**config.mk**
```make
export PLATFORM = sky130hd
export DESIGN_NAME = serial_status_flags
export DESIGN_NICKNAME = d
export VERILOG_FILES = /design/src/rtl/serial_status_pkg.sv /design/src/rtl/serial_status_flags.sv
export VERILOG_INCLUDE_DIRS = /design/src /design/src/rtl
export SDC_FILE = /design/constraint.sdc
export NUM_CORES = 1
export LEC_CHECK = 0
export ABC_AREA = 1
export BUFFER_PORTS_ARGS = -buffer_cell sky130_fd_sc_hd__buf_2
export CELL_PAD_IN_SITES_DETAIL_PLACEMENT = 0
export CELL_PAD_IN_SITES_GLOBAL_PLACEMENT = 1
export CORE_AREA = 2 2 118 120
export DETAILED_ROUTE_END_ITERATION = 10
export DIE_AREA = 0 0 120 122
export GPL_TIMING_DRIVEN = 0
export PLACE_DENSITY = 0.78
export SYNTH_ARGS = -nofsm -noshare
export SYNTH_HDL_FRONTEND = slang
export SYNTH_SLANG_ARGS = --single-unit
```
**constraint.sdc**
```tcl
create_clock -name CLK -period 1.5 [get_ports CLK]
set_clock_uncertainty 0.2 [all_clocks]
set_input_delay 0.3 -clock CLK [delete_from_list [all_inputs] [get_ports CLK]]
set_output_delay 0.3 -clock CLK [all_outputs]
set_load 0.1 [all_outputs]
```
**src/rtl/serial_status_flags_defs.svh**
```systemverilog
`ifndef SERIAL_STATUS_FLAGS_DEFS_SVH
`define SERIAL_STATUS_FLAGS_DEFS_SVH
// ****************************************
// register byte offsets
// ****************************************
`define OFS_STATUS 4'h0
`define OFS_DATA 4'h4
`define OFS_CTRL_TWO 4'h8
`define OFS_CTRL_ONE 4'hC
// ****************************************
// status bit positions and reset value
// ****************************************
`define BIT_TX_EMPTY 7
`define BIT_TX_DONE 6
`define BIT_RX_FULL 5
`define BIT_IDLE 4
`define BIT_OVERRUN 3
`define BIT_NOISE 2
`define BIT_FRAMING 1
`define BIT_PARITY 0
`define STATUS_RESET 8'hC0
`define TX_CLEAR_MASK 8'hC0
`define TC_CLEAR_MASK 8'h40
`define RX_CLEAR_MASK 8'h3F
// ****************************************
// control fields and reset values
// ****************************************
`define CTRL_RESET 8'h00
`define BIT_TX_ENABLE 3
`define BIT_SEND_BREAK 0
`define BIT_NINE_BITS 4
`define BIT_IDLE_AFTER_STOP 2
`define BIT_PARITY_ON 1
`define BIT_PARITY_ODD 0
// ****************************************
// receiver timing counts
// ****************************************
`define RT_LAST 4'hF
`define RT_START_FIRST 4'h4
`define RT_VOTE 4'hA
`define IDLE_BITS_SHORT 4'hA
`define IDLE_BITS_LONG 4'hB
`endif

```
**src/rtl/serial_status_pkg.sv**
```systemverilog
package serial_status_pkg;
  // receiver frame position
  typedef enum logic [1:0] {RX_IDLE, RX_START, RX_DATA, RX_STOP} rx_state_e;
endpackage : serial_status_pkg

```
**src/rtl/serial_status_flags.sv**
```systemverilog
// The register addresses and the Avalon-MM interface to the registers were decided locally.
`timescale 1ns/10ps
`include "serial_status_flags_defs.svh"
module serial_status_flags import serial_status_pkg::*; (
  // clock and reset
  input wire logic CLK,
  input wire logic RESETN,
  // avalon-mm slave
  input wire logic [3:0] AVS_ADDRESS,
  input wire logic AVS_READ,
  input wire logic AVS_WRITE,
  input wire logic [31:0] AVS_WRITEDATA,
  input wire logic [3:0] AVS_BYTEENABLE,
  output logic [31:0] AVS_READDATA,
  output logic AVS_WAITREQUEST,
  // receive line and 16x sample tick from the baud generator
  input wire logic RX_PIN,
  input wire logic SAMPLE_TICK,
  // transmitter shifter side
  input wire logic TX_SHIFTER_LOAD,
  input wire logic TX_BUSY,
  output logic [7:0] TX_DATA,
  output logic TX_DATA_WRITE,
  output logic TX_PREAMBLE_REQ,
  output logic TX_ENABLE,
  output logic SEND_BREAK,
  // interrupt request
  output logic IRQ
);
  // ****************************************
  // bus slave
  // ****************************************
  logic ack;
  logic [7:0] flags;
  logic [7:0] arm;
  logic [7:0] ctrl_two;
  logic [7:0] ctrl_one;
  logic [8:0] rx_data;
  logic tx_queued;

  // every access waits one cycle so read data comes from a flop
  wire req = AVS_READ | AVS_WRITE;
  wire acc_rd = AVS_READ & ack;
  wire acc_wr = AVS_WRITE & ack & AVS_BYTEENABLE[0];
  wire status_rd = acc_rd & (AVS_ADDRESS == `OFS_STATUS);
  wire status_wr = acc_wr & (AVS_ADDRESS == `OFS_STATUS);
  wire data_rd = acc_rd & (AVS_ADDRESS == `OFS_DATA);
  wire data_wr = acc_wr & (AVS_ADDRESS == `OFS_DATA);
  wire ctwo_wr = acc_wr & (AVS_ADDRESS == `OFS_CTRL_TWO);
  wire cone_wr = acc_wr & (AVS_ADDRESS == `OFS_CTRL_ONE);
  assign AVS_WAITREQUEST = req & ~ack;

  // read mux; unmapped offsets read zero
  logic [31:0] next_readdata;
  always_comb begin
    case (AVS_ADDRESS)
      `OFS_STATUS: next_readdata = {24'h00_0000, flags};
      `OFS_DATA: next_readdata = {23'h00_0000, rx_data};
      `OFS_CTRL_TWO: next_readdata = {24'h00_0000, ctrl_two};
      `OFS_CTRL_ONE: next_readdata = {24'h00_0000, ctrl_one};
      default: next_readdata = 32'h0000_0000;
    endcase
  end

  // handshake and read data capture
  always_ff @(posedge CLK or negedge RESETN) begin
    if (!RESETN) begin
      ack <= 1'b0;
      AVS_READDATA <= 32'h0000_0000;
    end else begin
      ack <= req & ~ack;
      if (AVS_READ & ~ack) begin
        AVS_READDATA <= next_readdata;
      end
    end
  end

  // ****************************************
  // control registers and transmit strobes
  // ****************************************
  wire te_rise = ctwo_wr & AVS_WRITEDATA[`BIT_TX_ENABLE] & ~ctrl_two[`BIT_TX_ENABLE];
  wire brk_wr = ctwo_wr & AVS_WRITEDATA[`BIT_SEND_BREAK];
  wire queue_evt = data_wr | te_rise | brk_wr;
  assign TX_ENABLE = ctrl_two[`BIT_TX_ENABLE];
  assign SEND_BREAK = ctrl_two[`BIT_SEND_BREAK];
  wire nine_bits = ctrl_one[`BIT_NINE_BITS];
  wire idle_after_stop = ctrl_one[`BIT_IDLE_AFTER_STOP];
  wire parity_on = ctrl_one[`BIT_PARITY_ON];
  wire parity_odd = ctrl_one[`BIT_PARITY_ODD];

  // control writes; strobes are one-cycle pulses
  always_ff @(posedge CLK or negedge RESETN) begin
    if (!RESETN) begin
      ctrl_two <= `CTRL_RESET;
      ctrl_one <= `CTRL_RESET;
      TX_DATA <= 8'h00;
      TX_DATA_WRITE <= 1'b0;
      TX_PREAMBLE_REQ <= 1'b0;
      tx_queued <= 1'b0;
    end else begin
      if (ctwo_wr) ctrl_two <= AVS_WRITEDATA[7:0];
      if (cone_wr) ctrl_one <= AVS_WRITEDATA[7:0];
      if (data_wr) TX_DATA <= AVS_WRITEDATA[7:0];
      TX_DATA_WRITE <= data_wr;
      TX_PREAMBLE_REQ <= te_rise;
      // held until the shifter reports activity, so the done flag cannot re-set early
      tx_queued <= queue_evt | (tx_queued & ~TX_BUSY);
    end
  end

  // ****************************************
  // receiver sampling
  // ****************************************
  logic rx_meta;
  logic rx_line;
  rx_state_e rx_state;
  rx_state_e next_rx_state;
  logic [3:0] rt;
  logic [3:0] bit_idx;
  logic [8:0] shreg;
  logic [1:0] smp;
  logic hi_seen;
  logic lo_seen;
  logic noisy;

  function automatic logic maj3(input logic [2:0] s);
    maj3 = (s[0] & s[1]) | (s[0] & s[2]) | (s[1] & s[2]);
  endfunction : maj3

  function automatic logic split3(input logic [2:0] s);
    split3 = (s != 3'h0) && (s != 3'h7);
  endfunction : split3

  wire [2:0] cur = {smp, rx_line};
  wire vote = maj3(cur);
  wire at_vote = SAMPLE_TICK & (rt == `RT_VOTE);
  wire bit_end = SAMPLE_TICK & (rt == `RT_LAST);
  wire start_smp = SAMPLE_TICK & (rt >= `RT_START_FIRST) & (rt <= `RT_VOTE);
  wire start_split = (hi_seen | rx_line) & (lo_seen | ~rx_line);
  wire [3:0] last_bit = nine_bits ? 4'h8 : 4'h7;
  wire rx_done = (rx_state == RX_STOP) & at_vote;
  wire done_noisy = noisy | split3(cur);
  wire [8:0] frame_bits = nine_bits ? shreg : {1'b0, shreg[8:1]};
  wire parity_bad = parity_on & ((^frame_bits) ^ parity_odd);

  // frame sequencing; a start bit voted high is a false start
  always_comb begin
    next_rx_state = rx_state;
    case (rx_state)
      RX_IDLE: if (SAMPLE_TICK & ~rx_line) next_rx_state = RX_START;
      RX_START: begin
        if (at_vote & vote) next_rx_state = RX_IDLE;
        else if (bit_end) next_rx_state = RX_DATA;
      end
      RX_DATA: if (bit_end & (bit_idx == last_bit)) next_rx_state = RX_STOP;
      RX_STOP: if (bit_end) next_rx_state = RX_IDLE;
      default: next_rx_state = RX_IDLE;
    endcase
  end

  // line synchroniser and sampling counters
  always_ff @(posedge CLK or negedge RESETN) begin
    if (!RESETN) begin
      rx_meta <= 1'b1;
      rx_line <= 1'b1;
      rx_state <= RX_IDLE;
      rt <= 4'h0;
      bit_idx <= 4'h0;
      smp <= 2'h3;
      shreg <= 9'h000;
      hi_seen <= 1'b0;
      lo_seen <= 1'b0;
      noisy <= 1'b0;
    end else begin
      rx_meta <= RX_PIN;
      rx_line <= rx_meta;
      rx_state <= next_rx_state;
      if (SAMPLE_TICK) smp <= cur[1:0];
      if (rx_state == RX_IDLE) begin
        rt <= 4'h1;
        bit_idx <= 4'h0;
        hi_seen <= 1'b0;
        lo_seen <= 1'b0;
        noisy <= 1'b0;
      end else if (SAMPLE_TICK) begin
        rt <= rt + 4'h1;
        if (rx_state == RX_START && start_smp) begin
          hi_seen <= hi_seen | rx_line;
          lo_seen <= lo_seen | ~rx_line;
        end
        if (rx_state == RX_START && at_vote) noisy <= start_split;
        if (rx_state == RX_DATA && at_vote) begin
          shreg <= {vote, shreg[8:1]};
          noisy <= noisy | split3(cur);
        end
        if (rx_state == RX_DATA && bit_end) bit_idx <= bit_idx + 4'h1;
      end
    end
  end

  // ****************************************
  // idle line detection
  // ****************************************
  logic [3:0] idle_ticks;
  logic [3:0] idle_bits;
  logic idle_armed;
  wire idle_len_hit = idle_bits == (nine_bits ? `IDLE_BITS_LONG : `IDLE_BITS_SHORT);
  // type 0 counts from the end of the start bit, type 1 only once back in idle
  wire idle_count_on = idle_after_stop ? (rx_state == RX_IDLE) : (rx_state != RX_START);
  wire idle_hit = idle_armed & idle_len_hit;
  wire rx_accept = rx_done & ~flags[`BIT_RX_FULL];

  // bit-time counter of high line; any low sample restarts it
  always_ff @(posedge CLK or negedge RESETN) begin
    if (!RESETN) begin
      idle_ticks <= 4'h0;
      idle_bits <= 4'h0;
      idle_armed <= 1'b0;
    end else begin
      if (SAMPLE_TICK & (~rx_line | ~idle_count_on)) begin
        idle_ticks <= 4'h0;
        idle_bits <= 4'h0;
      end else if (SAMPLE_TICK & ~idle_len_hit) begin
        idle_ticks <= idle_ticks + 4'h1;
        if (idle_ticks == `RT_LAST) idle_bits <= idle_bits + 4'h1;
      end
      // one idle report per received character
      idle_armed <= rx_accept | (idle_armed & ~idle_hit);
    end
  end

  // ****************************************
  // status flags
  // ****************************************
  logic [7:0] set_vec;
  logic [7:0] consume;
  logic [7:0] clr_vec;
  logic [7:0] next_flags;
  logic [7:0] next_arm;
  wire tc_cond = flags[`BIT_TX_EMPTY] & ~TX_BUSY & ~tx_queued & ~queue_evt;

  // hardware events; noise, framing and parity bits only arrive with an accepted character, overrun with a refused one
  always_comb begin
    set_vec = 8'h00;
    set_vec[`BIT_TX_EMPTY] = TX_SHIFTER_LOAD;
    set_vec[`BIT_TX_DONE] = tc_cond;
    set_vec[`BIT_RX_FULL] = rx_accept;
    set_vec[`BIT_IDLE] = idle_hit;
    set_vec[`BIT_OVERRUN] = rx_done & flags[`BIT_RX_FULL];
    set_vec[`BIT_NOISE] = rx_accept & done_noisy;
    set_vec[`BIT_FRAMING] = rx_accept & ~vote;
    set_vec[`BIT_PARITY] = rx_accept & parity_bad;
  end

  // clears fire only for bits armed by an earlier status read; set wins
  assign consume = (data_wr ? `TX_CLEAR_MASK : 8'h00)
                 | ((te_rise | brk_wr) ? `TC_CLEAR_MASK : 8'h00)
                 | (data_rd ? `RX_CLEAR_MASK : 8'h00);
  assign clr_vec = arm & consume;
  // a status write has no term here, so it never touches a flag
  assign next_flags = set_vec | (flags & ~clr_vec);
  assign next_arm = status_rd ? flags : (arm & ~consume);

  // flag and arm storage; transmit flags come out of reset set
  always_ff @(posedge CLK or negedge RESETN) begin
    if (!RESETN) begin
      flags <= `STATUS_RESET;
      arm <= 8'h00;
      rx_data <= 9'h000;
    end else begin
      flags <= next_flags;
      arm <= next_arm;
      // an overrun character never reaches the data register
      if (rx_accept) rx_data <= frame_bits;
    end
  end

  // level request from enabled transmit, receive and idle flags
  assign IRQ = |(flags[7:4] & ctrl_two[7:4]);
endmodule : serial_status_flags

```
Yosys cells after proc, flatten, opt, wreduce, memory -nomap -nowiden
Cells that the tools add are included.

Memory bits (writable): 0. Memories: 0. Output and inout bits: 46. Flip-flop bits (word level): 120. Bits of input ports: 48. Word-level logic and storage cells: 177. Bits in read-only memories: 0. Bits in latches: 0.

Reductions and logical operators: 22. Mux-type cells: 35. Multipliers: 0. Magnitude comparators: 2. Add/subtract/negate cells: 4. Divide/modulo/power cells: 0. Equal/unequal tests: 17. Bitwise logic cells: 73. Shift-type cells: 0.

Operator list (count): 2-to-1 mux 4 bit (11); AND 1 bit (39); case mux 9 bit (4 select lines) (1); AND 8 bit (3); == test 4 bit (second input constant) (5); adder 4 x 1 -> 4 bit (second input constant) (4); 2-to-1 mux 8 bit (2); NOT 8 bit (2); 2-to-1 mux 1 bit (12); NOT 1 bit (12); OR 1 bit (12); 2-to-1 mux 2 bit (5); nonzero test 2 bit (5); 2-to-1 mux 9 bit (1); XOR reduction 9 bit (1); == test 4 bit (2); OR 8 x 6 -> 8 bit (1); OR 8 x 7 -> 8 bit (1); OR 8 bit (1); case mux 2 bit (4 select lines) (1); AND reduction 2 bit (4); 2-to-1 mux 7 bit (1); 2-to-1 mux 6 bit (1); inequality test 2 bit (second input constant) (3); 16 further kinds (23).

Longest topological paths before layout
Gate-level depths: netlist of the first run.

Depth in word-level cells: 13. Gate-level depth with buffers: 12. Depth with buffers taken out: 12.

Worst setup path before layout of the first run
Ideal clock, no wire load.

Path kind: register -> output. Start point: register ack. End point: output port AVS_WAITREQUEST. Stages on the path, launching flop included: 3. Arrival time: 1.778 ns. Data required time: 1.000 ns. Setup slack: -0.778 ns. Cell sequence: dfrtp_1 > buf_4 > nor2_1.

Word-level cells in the longest chain between the ends: 2.

Ends and longest elaborated chain: from (decl) (line serial_status_flags.sv:33) `logic ack;`; from (signal assigned) (line serial_status_flags.sv:71) `ack <= req & ~ack;`; NOT 1 bit (line serial_status_flags.sv:51) `assign AVS_WAITREQUEST = req & ~ack;`; AND 1 bit (line serial_status_flags.sv:51); to (decl) (line serial_status_flags.sv:15) `output logic AVS_WAITREQUEST,`.

No other way between the ends.

Worst setup path in the final report of the first run
Start point: register flags[6]. End point: output port IRQ.

Word-level cells in the longest chain between the ends: 2.

Ends and longest elaborated chain: from (decl) (line serial_status_flags.sv:34) `logic [7:0] flags;`; from (signal assigned) (line serial_status_flags.sv:267) `` flags <= `STATUS_RESET; ``; from (signal assigned) (line serial_status_flags.sv:271) `flags <= next_flags;`; AND 4 bit (line serial_status_flags.sv:279) `assign IRQ = |(flags[7:4] & ctrl_two[7:4]);`; OR reduction 4 bit (line serial_status_flags.sv:279); to (decl) (line serial_status_flags.sv:28) `output logic IRQ`.

No other way between the ends.

==> results of run 1 <==
cells in the final DEF, fill, tap and decap left out, types with 4 or more instances in the layout:
cell / n
nand2_1: 149
dfrtp_1: 84
buf_4: 53
buf_6: 44
inv_1: 44
nand2_2: 39
o21ai_1: 27
nand3_1: 25
o21ai_2: 23
conb_1: 23
nand3_2: 18
buf_2: 18
nor2_1: 17
o21ai_0: 12
nor2_4: 11
clkbuf_16: 11
nand2_4: 8
a21oi_1: 8
nand4_1: 8
buf_8: 7
a21oi_2: 7
buf_12: 7
dfrtp_2: 7
dfstp_2: 6
nor2_2: 5
mux2_4: 5
dlygate4sd3_1: 5
inv_2: 4
sequential cells by signal (all words and copies together), names as in the netlist, 2 cells and up, named ones only:
signal / flops
ctrl_two: 8
rx_data: 9
bit_idx: 4
flags: 8
smp: 2
idle_ticks: 4
rt: 4
idle_bits: 4
TX_DATA: 8
arm: 8
AVS_READDATA: 9
ctrl_one: 8
shreg: 9
cell families (layout without fill, tap and decap cells):
logic type,Yosys count,in the layout,share of synthesized area [%]
simple gates,291,292,25.76
buf+inv,90,207,9.717
xor+xnor,4,4,0.7199
fa+ha+maj,4,4,1.028
compound gates,94,94,11.29
flops,97,97,50.03
mux,6,6,1.388
other cells,1,23,0.07705
layer usage:
metal	global-route usage [%]	wire length [um]	vias to the layer above
li1	-	-	2140
met1	21.80	5653	2158
met2	30.33	6929	80
met3	4.401	491	12
met4	4.853	119	0
met5	0	0	-
power by group:
group          total, uW  switching (uW)  internal [uW]
sequential          3310             377           2930
clock               2390            1070           1320
combinational       2830            1780           1050
total               8520            3220           5300
worst max-delay path: cells and delay by family (launching register included):
kind	cells	cell delay (ns)
simple gates	2	0.19
buf+inv	1	0.22
flops	1	0.55
how the worst max path moves through the flow:
| stage | from | endpoint | slack (ns) | cells past startpoint |
|---|---|---|---|---|
| CTS | flags[7] | IRQ | -0.32 | 3 |
| floorplan | flags[7] | IRQ | -0.35 | 2 |
| finish | flags[6] | IRQ | -0.31 | 3 |
| global route | ctrl_one[4] | flags[0] | -0.35 | 14 |
| global placement | RESETN | ctrl_two[3] | -1.27 | 1 |
| detailed placement | AVS_ADDRESS[1] | AVS_READDATA[1] | -0.33 | 8 |
area by class of cell:
class | count | area share [%]
Buffer | 35 | 4.422
Inverter | 53 | 2.971
Multi-Input combinational cell | 423 | 36.46
Sequential cell | 97 | 34.13
Clock buffer | 10 | 3.198
Clock inverter | 6 | 1.049
Timing Repair Buffer | 103 | 14.63
Tap cell | 180 | 3.146
per-stage QoR:
stage	instance area (um2)	worst slack (ns)	std cells	total power, uW
finish	7159	-0.3077	907	8521
global route	7159	-0.3539	907	8918
CTS	6535	-0.3205	888	8197
detailed placement	5455	-0.3255	832	5226
global placement	5425	-1.271	831	5168
floorplan	4990	-0.3543	609	4779
repair_timing:
item,4_1_cts,5_1_grt
pin swaps,16,34
setup endpoints to repair,90,130
setup buffers,34,18
hold endpoints to repair,45,0
gates cloned,2,4
hold buffers,5,0
gates resized for setup,148,135
==> impl_metrics.csv, run 1 <==
group,metric,value,unit
outcome,status,"finished with violations",
outcome,violations,"negative setup slack",
routing,drc,0,
setup_path,path_class,"reg -> out",
timing,period_needed,1.808,ns
timing,slew_violations,0,
routing,vias,4390,
clocking,clkLatencyLatePin,0.36,ns
synth,yosys_warnings,0,
grt,grt-ovfl-total,0,
routing,vias_per_cell,4.840,
timing,fin_tns_setup,-4.736,ns
routing,drt-total-wl,13190,um
power_and_ir_drop,p_leak,0.003441,uW
cells_and_area,fin_util,53.02,%
die,io_pins,94,
die,start_util,36.04,%
clocking,cts_made_buffers,9,
setup_path,worstPathArrival,1.31,ns
synth,ys_top_cells_by_count,"nand2_1 (192), dfrtp_1 (91), inv_1 (48), o21ai_0 (43), nand3_1 (42)",
setup_path,reg2reg_depth,14,
placement,port_buffers,42,
timing,setup_ws,-0.3077,ns
job,cap_violations,0,
clocking,cts_tree,"built",
min_path,min_from,"AVS_WRITEDATA[4]",
timing,final-setup-viol-count,57,
synth,synth_ff_type,"dfrtp_1",
setup_path,reg2reg_slack,-0.24,ns
grt,grt_pass1_vias,4210,
routing,wl_per_cell,14.55,um
timing,finalCritPeriodShare,120.5,%
die,core-area,13500,um2
cells_and_area,drive_gt1_share,41.82,%
synth,ys_seq_elements,97,
min_path,hold_path.class,"in -> reg",
min_path,hold_depth,3,
die,die_area,14640,um2
setup_path,cpMaxStageDelayCell,"dfstp_2",
synth,netlist.area_leader.share,46.79,%
synth,syn_area_per_cell,8.292,um2
synth,synth_top_area_cell,"dfrtp_1",
clocking,cts-root-buf,"clkbuf_16",
synth,synth.area.top_cells,"dfrtp_1 (47%), nand2_1 (15%), o21ai_0 (4.4%)",
synth,netlist_instances,587,
synth,yosysMostFrequentCell,"nand2_1",
die,die_x,120,um
setup_path,critical_path.max_stage_delay,0.55,ns
die,row_count,43,
timing,hold_viol_final,0,
die,fp.dieH,122,um
power_and_ir_drop,power_density,1190,nW/um2
clocking,cts.sinks,97,
cells_and_area,fin_nets,774,
timing,rsz0062_at_grt,"true",
placement,dp_hpwl,8339,um
setup_path,required,1.00,ns
timing,fmax,553.2,MHz
synth,ys_seq_area_share,50.03,%
synth,synth_cell_types,40,
grt,grt_usage,17.54,%
placement,finalWeightedCongestion,0.8301,
routing,drtAntennaViolNets,0,
min_path,min_to,"ctrl_one[4]",
power_and_ir_drop,irDropWorstVdd,605.5,uV
grt,antenna_found_initial,0,
setup_path,r2r-end,"flags[0]",
setup_path,r2r-start,"ctrl_one[4]",
routing,drt_pass1_iterations,4,
synth,synth_edf_count,0,
routing,drt_iter0_drc,204,
grt,grt_max_degree,53,
setup_path,crit_path_end_kind,"output port",
grt,grt_pass1_wl,20230,um
cells_and_area,syn_to_final_growth,47.10,%
cells_and_area,regArea,2444,um2
cells_and_area,diodes,0,
cells_and_area,multiInputGateArea,2610,um2
setup_path,cp_cell_sequence,"nand2_2 > nand4_1 > buf_8",
clocking,path_clk_slew,0.07,ns
synth,synth.cell_area,4867,um2
setup_path,startpoint_type,"register",
timing,holdWs,0.02976,ns
synth,synth-async-reset-ratio,100.0,%
clocking,cts_buffer_depth,2,
cells_and_area,fill_cells,1234,
setup_path,crit_fanout,2,
clocking,htreeDepth,3,
No activity file was read; power rests on OpenSTA's default activity.
==> run 2, diff against run 1 <==
--- a/config.mk
+++ b/config.mk
@@ -10,11 +10,12 @@
 export BUFFER_PORTS_ARGS = -buffer_cell sky130_fd_sc_hd__buf_2
 export CELL_PAD_IN_SITES_DETAIL_PLACEMENT = 0
 export CELL_PAD_IN_SITES_GLOBAL_PLACEMENT = 1
-export CORE_AREA = 2 2 118 120
+export CORE_AREA = 2 2 111 113
 export DETAILED_ROUTE_END_ITERATION = 10
-export DIE_AREA = 0 0 120 122
+export DIE_AREA = 0 0 113 115
 export GPL_TIMING_DRIVEN = 0
-export PLACE_DENSITY = 0.78
+export PLACE_DENSITY = 0.83
+export SLEW_MARGIN = 20
 export SYNTH_ARGS = -nofsm -noshare
 export SYNTH_HDL_FRONTEND = slang
 export SYNTH_SLANG_ARGS = --single-unit
==> constraint.sdc (replaced) <==
create_clock -name CLK -period 2.1 [get_ports CLK]
set_clock_uncertainty 0.2 [all_clocks]
set_input_delay 0.42 -clock CLK [delete_from_list [all_inputs] [get_ports CLK]]
set_output_delay 0.42 -clock CLK [all_outputs]
set_load 0.1 [all_outputs]
==> run 2 against run 1 <==
  * The flow finishes with violations (design-rule violations)
  * Count of clock-buffer cells in the layout fell by 1
  * Non-clock buffer count fell by 56
  * Largest cell class is now sequential cells
  * Worst hold slack improved by 0.017 ns
  * Sequential share of layout area rose by 8.3 points
  * Critical path depth did not move
  * Largest power group unchanged
  * Setup slack improved by 0.37 ns
  * Die area fell by 11%
  * Utilization fell by 4.4 points
  * Register-to-register slack improved by 0.48 ns
==> impl_metrics.csv, run 2 (synthesis results as in run 1) <==
group,metric,value,unit
cells_and_area,multiInputGateArea,2044,um2
setup_path,crit_path_end_kind,"output port",
clocking,htreeDepth,3,
clocking,cts.sinks,97,
job,cap_violations,0,
placement,port_buffers,42,
timing,final-setup-viol-count,0,
timing,fmax,491.2,MHz
routing,wl_per_cell,13.24,um
placement,dp_hpwl,8002,um
placement,pre_cts_ws,0.1290,ns
grt,grt_pass1_wl,18110,um
routing,drt_iter0_drc,254,
routing,drt-total-wl,10820,um
min_path,hold_path.class,"in -> reg",
timing,max_slew_margin,47.57,%
setup_path,crit_fanout,5,
cells_and_area,final_cell_mix,"nand2_1 (192), dfrtp_1 (91), inv_1 (48)",
cells_and_area,top_regs,"AVS_READDATA (9), rx_data (9), shreg (9)",
power_and_ir_drop,p_comb_share,25.3,%
die,fp.dieH,115,um
setup_path,startpoint_type,"register",
power_and_ir_drop,power.switching,2003,uW
clocking,cts_made_buffers,9,
routing,drc,7,
cells_and_area,syn_to_final_growth,17.87,%
setup_path,reg2reg_depth,3,
die,start_util,41.21,%
grt,grt-ovfl-total,0,
clocking,cts_tree,"built",
timing,hold_viol_final,0,
power_and_ir_drop,internal_power,3511,uW
grt,grt_pass1_vias,3697,
routing,drt_pass1_iterations,8,
power_and_ir_drop,p_leak,0.002935,uW
power_and_ir_drop,clkPwrFrac,33.5,%
timing,slew_violations,0,
timing,setup_ws,0.06427,ns
timing,finalCritPeriodShare,96.94,%
grt,antenna_found_initial,0,
outcome,status,"finished with violations",
power_and_ir_drop,power,5514,uW
setup_path,r2r-start,"ack",
power_and_ir_drop,irDropWorstVdd,519.4,uV
timing,period_needed,2.036,ns
clocking,path_clk_slew,0.07,ns
timing,rsz0062_at_grt,"false",
setup_path,path_class,"reg -> out",
cells_and_area,diodes,0,
placement,finalWeightedCongestion,0.8220,
grt,grt_max_degree,53,
power_and_ir_drop,p_seq_share,41.3,%
min_path,min_to,"flags[7]",
die,die_x,113,um
clocking,clkLatencyLatePin,0.35,ns
cells_and_area,drive_gt1_share,20.60,%
clocking,cts-root-buf,"clkbuf_16",
outcome,violations,"design-rule violations",
die,io_pins,94,
cells_and_area,final_common_cell,"nand2_1",
grt,grt_usage,17.42,%
setup_path,worstPathArrival,1.42,ns
routing,drtAntennaViolNets,0,
die,die_area,13000,um2
min_path,min_from,"TX_SHIFTER_LOAD",
min_path,hold_depth,2,
cells_and_area,regArea,2435,um2
cells_and_area,fill_cells,1180,
setup_path,reg2reg_slack,0.24,ns
routing,vias,4009,
die,row_count,40,
power_and_ir_drop,sw_frac_of_total,36.33,%
die,core-area,11810,um2
clocking,post_cts_buffers,0,
setup_path,required,1.48,ns
clocking,cts_buffer_depth,2,
power_and_ir_drop,power_density,961.1,nW/um2
setup_path,r2r-end,"AVS_READDATA[6]",
routing,vias_per_cell,4.907,
cells_and_area,fin_nets,717,
timing,tightest_slew,0.7835,ns
[run 2: layout make-up]
type | count | share of cell area (%)
Buffer | 37 | 4.776
Clock inverter | 7 | 1.897
Tap cell | 147 | 3.206
Sequential cell | 97 | 42.44
Clock buffer | 9 | 3.926
Inverter | 53 | 3.468
Multi-Input combinational cell | 422 | 35.64
Timing Repair Buffer | 45 | 4.646
[run 2: worst max-delay path by stage]
stage	start	to	slack (ns)	cells past startpoint
after floorplan	flags[5]	IRQ	0.12	2
after global placement	RESETN	TX_DATA[2]	-0.59	1
after detailed placement	AVS_ADDRESS[1]	arm[6]	0.13	9
after CTS	ack	AVS_WAITREQUEST	0.05	3
after global routing	ack	AVS_WAITREQUEST	0.02	3
final	flags[7]	IRQ	0.06	3
[run 2: timing repair]
action                     4_1_cts  5_1_grt
hold buffers                     2        0
gates resized for setup          1        0
setup endpoints to repair        1        0
hold endpoints to repair        44        0
[run 2: critical path: stages, from the launching register on]
cell	delay, ns
dfstp_2	0.59
nand2_1	0.06
nand4_1	0.11
buf_4	0.30
[run 2: power groups by stage]
stage / Combinational, uW / Sequential [uW] / Clock, uW
2_1_floorplan: 840 / 2560 / 0
5_1_grt: 1530 / 2310 / 1950
4_1_cts: 1400 / 2280 / 1870
3_5_place_dp: 1390 / 2310 / 0
6_report: 1390 / 2280 / 1850
3_3_place_gp: 1360 / 2300 / 0
[run 2: per-layer routing]
metal | global-route usage [%] | part of all wire [%] | vias up
met1 | 24.26 | 46 | 1900
met5 | 0 | 0 | -
li1 | - | - | 2016
met2 | 28.50 | 48 | 85
met4 | 5.041 | 0.67 | 0
met3 | 2.636 | 4.6 | 8
[run 2: per-stage QoR]
step	hold slack (ns)	cell area [um2]	setup TNS [ns]	cells	util, %
floorplan	-0.07559	4952	0	609	-
global placement	0.1467	5346	-54.06	798	45.26
detailed placement	0.1487	5380	0	799	45.55
CTS	0.04468	5737	0	817	48.57
global route	0.05748	5737	0	817	48.57
finish	0.04712	5737	0	817	48.57
